### src/shared/lis_regs.vh
`ifndef LIS_REGS_VH
`define LIS_REGS_VH
`define LIS_OFF_SPURIOUS 12'h0f0
`define LIS_OFF_ERR_STATUS 12'h280
`define LIS_OFF_TIMER_ENTRY 12'h320
`define LIS_OFF_THERMAL_ENTRY 12'h330
`define LIS_OFF_PERF_ENTRY 12'h340
`define LIS_OFF_LOCAL0_ENTRY 12'h350
`define LIS_OFF_LOCAL1_ENTRY 12'h360
`define LIS_OFF_ERROR_ENTRY 12'h370
`define LIS_OFF_START_VALUE 12'h380
`define LIS_OFF_LIVE_VALUE 12'h390
`define LIS_OFF_DIVIDER 12'h3e0
`define LIS_OFF_EXT_FEATURE 12'h400
`define LIS_OFF_EXT0_ENTRY 12'h500
`define LIS_OFF_EXT1_ENTRY 12'h510
`define LIS_OFF_EXT2_ENTRY 12'h520
`define LIS_OFF_EXT3_ENTRY 12'h530
`define LIS_ENTRY_RESET 18'h10000
`define LIS_SPURIOUS_RESET 8'hff
`define LIS_EXT_COUNT 8'h04
`define LIS_EXT_COUNT_LSB 16
`define LIS_MT_LSB 8
`define LIS_DS_BIT 12
`define LIS_RIR_BIT 14
`define LIS_TGM_BIT 15
`define LIS_MASK_BIT 16
`define LIS_TMM_BIT 17
`define LIS_ENABLE_BIT 8
`define LIS_FOCUS_BIT 9
`define LIS_ERR_SENT_UNACC 2
`define LIS_ERR_RECV_UNACC 3
`define LIS_ERR_SENT_BADVEC 5
`define LIS_ERR_RECV_BADVEC 6
`define LIS_ERR_BAD_ACCESS 7
`define LIS_MT_FIXED 3'b000
`define LIS_MT_LOWEST 3'b001
`define LIS_MT_SMI 3'b010
`define LIS_MT_NMI 3'b100
`define LIS_MT_EXTERNAL_INTERRUPT 3'b111
`define LIS_VEC_MIN 8'h10
`endif

### src/hw/lis_core.v
// Operation
// - 32-bit down-counter, mode chosen by entry bit 17.
// - One-shot: load, count down, interrupt at zero unmasked.
// - Periodic: reload at zero, interrupt every zero.
// - Live count loaded from start value register.
// - Divider code selects core clock divide factor.
// - Local input messages raise interrupts unless masked.
// - Trigger bit picks edge or level, fixed only.
// - Level inputs: remote pending blocks until end-of-interrupt.
// - Counter overflow interrupts through its entry unless masked.
// - Thermal event interrupts through its entry unless masked.
// - Feature register reports four extended entries.
// - Each extended source picks its entry by selection.
// - Detected errors raise error-entry interrupt unless masked.
// - Error status write copies and clears accumulated errors.
// - Bits 2, 3 flag unaccepted sent/received messages.
// - Bits 5, 6 flag sent/received illegal vectors.
// - Bit 7 flags access to unimplemented window location.
// - Priority race at acknowledge delivers spurious vector.
// - Disabled: refuse fixed, lowest and external types, local input entries excepted.
// - Disabled: all masks forced set, clears ignored.
// - Bit 9 set disables lowest-priority focus checking.
// - Mask bit 16 set blocks the source.
// - Timer mode 1 periodic, 0 one-shot.
// - Fixed vector below 16 is illegal, flagged.
// - Message type field encodes fixed, lowest, SYSTEM_MANAGEMENT_INTERRUPT, NMI, external.
//
// The Wishbone register port was decided locally.
`include "lis_regs.vh"
module lis_core (
   input wire core_clk,
   input wire reset,
   input wire wb_cyc_i,
   input wire wb_stb_i,
   input wire wb_we_i,
   input wire [11:0] wb_adr_i,
   input wire [3:0] wb_sel_i,
   input wire [31:0] wb_dat_i,
   output reg [31:0] wb_dat_o,
   output reg wb_ack_o,
   input wire [1:0] localInput,
   input wire [1:0] endOfInterrupt,
   input wire perfOverflow,
   input wire thermalEvent,
   input wire [3:0] extSource,
   input wire [7:0] extSelect,
   input wire sentUnaccepted,
   input wire receivedUnaccepted,
   input wire receivedBadVector,
   input wire [7:0] taskPriority,
   output reg intReq,
   output reg [7:0] intVector,
   output reg [2:0] intType,
   input wire intAck,
   output reg ackValid,
   output reg [7:0] ackVector,
   output reg ackSpurious,
   output reg inServiceSet,
   output reg focusCheckDisable,
   output reg softwareEnable
);

localparam SRC_TIMER = 0;
localparam SRC_THERMAL = 1;
localparam SRC_PERF = 2;
localparam SRC_LOCAL0 = 3;
localparam SRC_ERROR = 5;
localparam SRC_EXT0 = 6;
localparam NSRC = 10;
localparam ST_IDLE = 2'b01;
localparam ST_OFFER = 2'b10;

////////////////////////////////////////////////////////////////////////////////

function [3:0] entryIndex;
   input [11:0] a;
   begin
      case (a)
         `LIS_OFF_TIMER_ENTRY: entryIndex = 4'h0;
         `LIS_OFF_THERMAL_ENTRY: entryIndex = 4'h1;
         `LIS_OFF_PERF_ENTRY: entryIndex = 4'h2;
         `LIS_OFF_LOCAL0_ENTRY: entryIndex = 4'h3;
         `LIS_OFF_LOCAL1_ENTRY: entryIndex = 4'h4;
         `LIS_OFF_ERROR_ENTRY: entryIndex = 4'h5;
         `LIS_OFF_EXT0_ENTRY: entryIndex = 4'h6;
         `LIS_OFF_EXT1_ENTRY: entryIndex = 4'h7;
         `LIS_OFF_EXT2_ENTRY: entryIndex = 4'h8;
         `LIS_OFF_EXT3_ENTRY: entryIndex = 4'h9;
         default: entryIndex = 4'hf;
      endcase
   end
endfunction

// Mask of prescaler bits that must all be set for one tick.
function [6:0] divMask;
   input [3:0] d;
   begin
      case ({d[3], d[1:0]})
         3'b000: divMask = 7'h01;
         3'b001: divMask = 7'h03;
         3'b010: divMask = 7'h07;
         3'b011: divMask = 7'h0f;
         3'b100: divMask = 7'h1f;
         3'b101: divMask = 7'h3f;
         3'b110: divMask = 7'h7f;
         default: divMask = 7'h00;
      endcase
   end
endfunction

function [31:0] mergeSel;
   input [31:0] old;
   input [31:0] din;
   input [3:0] sel;
   integer b;
   begin
      mergeSel = old;
      for (b = 0; b < 4; b = b + 1) begin
         if (sel[b]) begin
            mergeSel[b*8 +: 8] = din[b*8 +: 8];
         end
      end
   end
endfunction

// Types that software enable gates off.
function gatedType;
   input [2:0] t;
   begin
      gatedType = (t == `LIS_MT_FIXED) | (t == `LIS_MT_LOWEST) | (t == `LIS_MT_EXTERNAL_INTERRUPT);
   end
endfunction

////////////////////////////////////////////////////////////////////////////////

reg [17:0] entry [0:NSRC-1];
reg [7:0] spuriousVector;
reg [31:0] startValue;
reg [31:0] liveValue;
reg [3:0] divCode;
reg timerRun;
reg [6:0] divCnt;
reg [7:0] errAccum;
reg [7:0] errStatus;
reg [NSRC-1:0] pending;
reg [1:0] remotePend;
reg [1:0] localPrev;
reg [1:0] state;
reg [3:0] chosen;

wire access = wb_cyc_i & wb_stb_i & ~wb_ack_o;
wire wr = access & wb_we_i;
wire [11:0] adr = {wb_adr_i[11:2], 2'b00};
wire [3:0] idx = entryIndex(adr);
wire [6:0] dm = divMask(divCode);
wire tick = ((divCnt & dm) == dm);
wire timerFire = timerRun & tick & (liveValue == 32'h00000001);

reg [31:0] rdData;
reg mapped;
reg [NSRC-1:0] rawEvt;
reg [NSRC-1:0] eligible;
reg [NSRC-1:0] next_pending;
reg [3:0] pick;
reg found;
reg [7:0] errNew;
reg [2:0] pickType;
integer i;
integer j;
integer k;
integer m;

wire [31:0] wdat = mergeSel(rdData, wb_dat_i, wb_sel_i);
wire pickBad = (state == ST_IDLE) & found & (pickType == `LIS_MT_FIXED) &
   (entry[pick][7:0] < `LIS_VEC_MIN);
wire badAccess = access & ~mapped;

////////////////////////////////////////////////////////////////////////////////

always @* begin
   rdData = 32'h00000000;
   mapped = 1'b1;
   if (idx != 4'hf) begin
      rdData[17:0] = entry[idx];
      rdData[`LIS_DS_BIT] = pending[idx];
      if (idx == SRC_LOCAL0 || idx == SRC_LOCAL0 + 1) begin
         rdData[`LIS_RIR_BIT] = remotePend[idx - SRC_LOCAL0];
      end
   end else begin
      case (adr)
         `LIS_OFF_SPURIOUS: rdData[9:0] = {focusCheckDisable, softwareEnable, spuriousVector};
         `LIS_OFF_ERR_STATUS: rdData[7:0] = errStatus;
         `LIS_OFF_START_VALUE: rdData = startValue;
         `LIS_OFF_LIVE_VALUE: rdData = liveValue;
         `LIS_OFF_DIVIDER: rdData[3:0] = divCode;
         `LIS_OFF_EXT_FEATURE: rdData[`LIS_EXT_COUNT_LSB +: 8] = `LIS_EXT_COUNT;
         default: mapped = 1'b0;
      endcase
   end
end

always @* begin
   errNew = 8'h00;
   errNew[`LIS_ERR_SENT_UNACC] = sentUnaccepted;
   errNew[`LIS_ERR_RECV_UNACC] = receivedUnaccepted;
   errNew[`LIS_ERR_SENT_BADVEC] = pickBad;
   errNew[`LIS_ERR_RECV_BADVEC] = receivedBadVector;
   errNew[`LIS_ERR_BAD_ACCESS] = badAccess;
   rawEvt = {NSRC{1'b0}};
   rawEvt[SRC_TIMER] = timerFire;
   rawEvt[SRC_THERMAL] = thermalEvent;
   rawEvt[SRC_PERF] = perfOverflow;
   rawEvt[SRC_ERROR] = |errNew;
   for (i = 0; i < 2; i = i + 1) begin
      // Level handling only for fixed type; other types always edge.
      if (entry[SRC_LOCAL0+i][10:8] == `LIS_MT_FIXED && entry[SRC_LOCAL0+i][`LIS_TGM_BIT]) begin
         rawEvt[SRC_LOCAL0+i] = localInput[i] & ~remotePend[i];
      end else begin
         rawEvt[SRC_LOCAL0+i] = localInput[i] & ~localPrev[i];
      end
   end
   for (i = 0; i < 4; i = i + 1) begin
      if (extSource[i]) begin
         rawEvt[SRC_EXT0 + extSelect[2*i +: 2]] = 1'b1;
      end
   end
end

// Fixed priority by source index keeps the arbiter small; the lowest index wins.
always @* begin
   found = 1'b0;
   pick = 4'h0;
   pickType = 3'b000;
   for (j = 0; j < NSRC; j = j + 1) begin
      eligible[j] = pending[j] & (softwareEnable | (j == SRC_LOCAL0) | (j == SRC_LOCAL0 + 1) |
         ~gatedType(entry[j][10:8]));
   end
   // A level input awaiting end-of-interrupt stays pending but is not offered again.
   eligible[SRC_LOCAL0] = eligible[SRC_LOCAL0] & ~remotePend[0];
   eligible[SRC_LOCAL0+1] = eligible[SRC_LOCAL0+1] & ~remotePend[1];
   for (j = NSRC - 1; j >= 0; j = j - 1) begin
      if (eligible[j]) begin
         found = 1'b1;
         pick = j[3:0];
      end
   end
   pickType = entry[pick][10:8];
   next_pending = pending;
   if (pickBad) begin
      next_pending[pick] = 1'b0;
   end
   if (state == ST_OFFER && intAck) begin
      next_pending[chosen] = 1'b0;
   end
   for (j = 0; j < NSRC; j = j + 1) begin
      if (rawEvt[j] && !entry[j][`LIS_MASK_BIT]) begin
         next_pending[j] = 1'b1;
      end
   end
end

////////////////////////////////////////////////////////////////////////////////

always @(posedge core_clk or posedge reset) begin
   if (reset) begin
      wb_ack_o <= 1'b0;
      wb_dat_o <= 32'h00000000;
      for (k = 0; k < NSRC; k = k + 1) begin
         entry[k] <= `LIS_ENTRY_RESET;
      end
      spuriousVector <= `LIS_SPURIOUS_RESET;
      softwareEnable <= 1'b0;
      focusCheckDisable <= 1'b0;
      startValue <= 32'h00000000;
      liveValue <= 32'h00000000;
      divCode <= 4'h0;
      timerRun <= 1'b0;
      divCnt <= 7'h00;
      errAccum <= 8'h00;
      errStatus <= 8'h00;
   end else begin
      wb_ack_o <= access;
      wb_dat_o <= access ? rdData : 32'h00000000;
      divCnt <= divCnt + 7'h01;
      if (timerFire) begin
         liveValue <= entry[SRC_TIMER][`LIS_TMM_BIT] ? startValue : 32'h00000000;
         timerRun <= entry[SRC_TIMER][`LIS_TMM_BIT];
      end else if (timerRun && tick) begin
         liveValue <= liveValue - 32'h00000001;
      end
      // A fresh error in the clearing cycle lands in the new accumulation.
      if (wr && adr == `LIS_OFF_ERR_STATUS) begin
         errStatus <= errAccum;
         errAccum <= errNew;
      end else begin
         errAccum <= errAccum | errNew;
      end
      if (wr) begin
         if (idx != 4'hf) begin
            entry[idx][10:0] <= wdat[10:0];
            entry[idx][`LIS_MASK_BIT] <= wdat[`LIS_MASK_BIT] | ~softwareEnable;
            if (idx == SRC_LOCAL0 || idx == SRC_LOCAL0 + 1) begin
               entry[idx][`LIS_TGM_BIT] <= wdat[`LIS_TGM_BIT];
            end
            if (idx == SRC_TIMER) begin
               entry[idx][`LIS_TMM_BIT] <= wdat[`LIS_TMM_BIT];
            end
         end
         case (adr)
            `LIS_OFF_SPURIOUS: begin
               spuriousVector <= wdat[7:0];
               softwareEnable <= wdat[`LIS_ENABLE_BIT];
               focusCheckDisable <= wdat[`LIS_FOCUS_BIT];
            end
            `LIS_OFF_START_VALUE: begin
               startValue <= wdat;
               liveValue <= wdat;
               timerRun <= (wdat != 32'h00000000);
               divCnt <= 7'h00;
            end
            `LIS_OFF_DIVIDER: divCode <= {wdat[3], 1'b0, wdat[1:0]};
            default: ;
         endcase
      end
      // Masks cannot be cleared while the block is disabled.
      if (!softwareEnable) begin
         for (k = 0; k < NSRC; k = k + 1) begin
            entry[k][`LIS_MASK_BIT] <= 1'b1;
         end
      end
   end
end

////////////////////////////////////////////////////////////////////////////////

always @(posedge core_clk or posedge reset) begin
   if (reset) begin
      pending <= {NSRC{1'b0}};
      remotePend <= 2'b00;
      localPrev <= 2'b00;
      state <= ST_IDLE;
      chosen <= 4'h0;
      intReq <= 1'b0;
      intVector <= 8'h00;
      intType <= 3'b000;
      ackValid <= 1'b0;
      ackVector <= 8'h00;
      ackSpurious <= 1'b0;
      inServiceSet <= 1'b0;
   end else begin
      pending <= next_pending;
      localPrev <= localInput;
      ackValid <= 1'b0;
      ackSpurious <= 1'b0;
      inServiceSet <= 1'b0;
      for (m = 0; m < 2; m = m + 1) begin
         if (state == ST_OFFER && intAck && chosen == SRC_LOCAL0 + m &&
            entry[SRC_LOCAL0+m][`LIS_TGM_BIT] && intType == `LIS_MT_FIXED) begin
            remotePend[m] <= 1'b1;
         end else if (endOfInterrupt[m]) begin
            remotePend[m] <= 1'b0;
         end
      end
      case (state)
         ST_IDLE: begin
            if (found && !pickBad) begin
               state <= ST_OFFER;
               chosen <= pick;
               intReq <= 1'b1;
               intType <= pickType;
               intVector <= (pickType == `LIS_MT_SMI) ? 8'h00 : entry[pick][7:0];
            end
         end
         ST_OFFER: begin
            if (intAck) begin
               state <= ST_IDLE;
               intReq <= 1'b0;
               ackValid <= 1'b1;
               // Spurious only for vectored types racing a priority raise.
               if (!intType[2] && !intType[1] && taskPriority[7:4] >= intVector[7:4]) begin
                  ackSpurious <= 1'b1;
                  ackVector <= spuriousVector;
               end else begin
                  ackVector <= intVector;
                  inServiceSet <= ~intType[2] & ~intType[1];
               end
            end
         end
         default: state <= ST_IDLE;
      endcase
   end
end

endmodule // lis_core

### config.mk
export PLATFORM = sky130hd
export DESIGN_NAME = lis_core
export DESIGN_NICKNAME = d
export VERILOG_FILES = /design/src/hw/lis_core.v
export VERILOG_INCLUDE_DIRS = /design/src /design/src/shared
export SDC_FILE = /design/constraint.sdc
export NUM_CORES = 1
export LEC_CHECK = 0
export ABC_AREA = 1
export BUFFER_PORTS_ARGS = -buffer_cell sky130_fd_sc_hd__buf_2
export CAP_MARGIN = 0
export CORE_MARGIN = 2
export CORE_UTILIZATION = 45
export CTS_BUF_LIST = sky130_fd_sc_hd__clkbuf_16
export CTS_CLUSTER_SIZE = 14
export DETAILED_ROUTE_END_ITERATION = 8
export PLACE_DENSITY = 0.68
export SLEW_MARGIN = 25
export SYNTH_ARGS = -nofsm -noshare
export SYNTH_HDL_FRONTEND = slang
export SYNTH_SLANG_ARGS = --single-unit
### constraint.sdc
create_clock -name core_clk -period 11.5 [get_ports core_clk]
set_input_delay 1.725 -clock core_clk [delete_from_list [all_inputs] [get_ports core_clk]]
set_output_delay 1.725 -clock core_clk [all_outputs]
set_load 0.02 [all_outputs]
==> impl_results.md <==
* Status: complete, no violations
* Clk pin slew, worst setup/hold paths at 0.06 ns
* Slew @ Worst Pin at 1.10 ns
* Initial Util at 0.455
* Commonest non-fill, non-tap cells in the layout: nand2_1, inv_1, dfrtp_1
* Synth area leader: dfrtp_1
* Leak at 9.48 nW
* DR iter-0 viols at 1927
* RSZ-0062 raised after global routing: no
* Most frequent CP cell: nand2_1
* Period minus WS final at 5.69 ns
* Worst skew pair latency at 0.53 ns
* F_max at 176 MHz
* Max-Cap Viols at 0
* Placer congestion estimate at 0.954
* Final setup fails at 0
* CP Class: input pin to flip-flop
* Total power at 2.91 mW
* First-pass GRT wire length at 90600 microns
* Critical-path top delay cell: inv_2
* PostCTS Resize Cnt at 0
* Prevailing post-synth register cell: dfrtp_1
* Max-slew violation count at 0
* Synth top area share at 0.427
* Dpl ws at 5.48 ns
* Hold path start: entry[89]
* Internal reg-to-reg setup slack at 6.65 ns
* WL per Instance at 19.9 microns
* TritonCTS buffer count at 35
* CTS tree: built
* Cell Count Post-Placement at 2904
* Initial antenna violation count at 5
* Largest net degree at the start of global routing at 176
* GRT Util Overall at 0.302
* Synthesized netlist cell count at 2356
* H-tree depth at 2
* CP arrival at 6.15 ns
* Asr flop ratio synth at 1.00
* Reg2reg start: softwareEnable
* Die H at 199 microns
* Largest delay share family, worst path: simple AND/OR/NAND/NOR gates
* Non-Filler Instances at 2971
* Mean Syn Cell Area at 7.26 sq um
* Root Buffer: clkbuf_16
* CP max stage delay at 0.60 ns
* Top cells by area, synth: dfrtp_1, nand2_1, o21ai_0
* Via count at 16500
* Critical path launch point type: input pin
* Fin util at 0.513
* Warnings, synthesis at 0
* Setup Buffers After CTS at 0
* Area Overhead vs Synth at 12.7%
* Number of port buffers at 134
* VDD IR-drop max at 0.0773 mV
* 1st-pass router iterations at 6
* Die width at 199 microns
* Worst Path Buf+Inv at 3
* Fraction of layout cells with a size suffix above 1 at 0.117
* Dpl hpwl at 41900 microns
* Final Skew at 0.0151 ns
* Post-synth EDFFs at 0
* CTS max path bufs at 3
* Cell area after layout at 0.0193 sq mm
* Final nets at 2520
* Largest fanout on the critical path at 30
* Distinct cell type count after synthesis at 50
* Syn_nets at 2446
* FILL cells at 3646
* Core box area at 0.0376 sq mm
* Final worst setup slack at 5.81 ns
* Fin crit share at 0.495
* Grt total ovfl at 0
* Pwr dens at 151 mW/mm^2
* Endpoints failing hold at 0
* Die area at 0.0396 sq mm
* WL final at 59300 microns
* Final TNS setup at 0 ns
* Hold WS at 0.377 ns
* Vias in the first global route at 15500
* Crit-path cells: buf_2, nor2_4, nand2_2, nor2_4, nand3_2, nand2_1, a21oi_2, nor2_2, nand3_1, buf_4, inv_2, nand2_1, o21ai_0, nor2_1, nand3_1, nand2_1, nand2_1, nand2_1, nand2_1, nor2_1, nand2_1, nor2_1, nor2_1
* Crit end category: flip-flop
* Row cnt at 71
* Slew HR at 0.267
* IO Count at 141
* Antenna-violating nets left at 0
* Cell Area, Synth at 0.0171 sq mm
* Commonest non-fill, non-tap cell in the layout: nand2_1
* Cts hold-fix bufs at 0
* DRC violations left at 0
* Vias per cell at 5.56
* Placed standard-cell area at 0.0181 sq mm
* FF+latch count, synth at 311
* Worst min-delay path category: flip-flop to flip-flop
* CP required at 11.96 ns
* Crit path launch: wb_adr_i[10]
* Clk sinks at 311
* Sequential area share after synthesis at 0.457
## cell type report
type                    count  area [sq um]  share of cell area
well taps                 511           639              0.0332
flip-flops and latches    311          7810               0.405
clock buffers              35           876              0.0455
repair buffers            153           830              0.0431
diodes                      5          12.5            0.000650
multi-input cells        1623          7640               0.397
clock inverters            27           293              0.0152
inverters                 306          1160              0.0603
## state kept, by name, summed over array words and instances, names as in the netlist, 7 cells and up
name / count
ackVector: 8
divCnt: 7
pending: 10
spuriousVector: 8
entry: 140
wb_dat_o: 32
liveValue: 32
intVector: 8
startValue: 32
## worst paths after layout
kind / to / cells after the start
hold / removal: entry[89] / 0
max in group asynchronous: entry[90] / 3
min in group asynchronous: wb_dat_o[13] / 2
hold reg to reg: entry[89] / 0
setup reg to reg: state[1] / 25
setup / recovery: timerRun / 23
## Yosys cell counts, types with 9 or more instances
library cell / count
nand2_1: 645
inv_1: 295
dfrtp_1: 292
o21ai_0: 271
nor2_1: 201
nand3_1: 152
clkbuf_1: 82
a21oi_1: 78
nand4_1: 39
o22ai_1: 29
or2_2: 28
nor3_1: 24
o21ai_1: 20
dfstp_2: 19
buf_2: 18
a22oi_1: 15
xor2_1: 14
o311ai_0: 11
o211ai_1: 10
a31oi_1: 9
## cells by family after synthesis
logic type | after synthesis | synth area share
AND/OR/NAND/NOR | 1120 | 0.276
buffers and inverters | 422 | 0.0977
flip-flops | 311 | 0.457
XOR/XNOR | 15 | 0.00769
AO/OA/AOI/OAI | 481 | 0.157
adder cells (fa/ha/maj) | 7 | 0.00512
## power breakdown
group / switching, mW / internal, mW / total [mW]
registers: 0.0417 / 1.15 / 1.19
logic: 0.418 / 0.146 / 0.564
clock network: 0.468 / 0.692 / 1.16
total: 0.928 / 1.98 / 2.91
## layer usage
layer / vias to the layer above / share of wire / wire, microns / global-route usage
li1: 7768 / - / - / -
met4: 0 / 0.036 / 2110 / 0.102
met5: - / 0 / 0 / 0
met1: 7814 / 0.44 / 25800 / 0.438
met2: 825 / 0.42 / 25100 / 0.448
met3: 125 / 0.10 / 6210 / 0.0641
(Power assumes the default switching activity.)
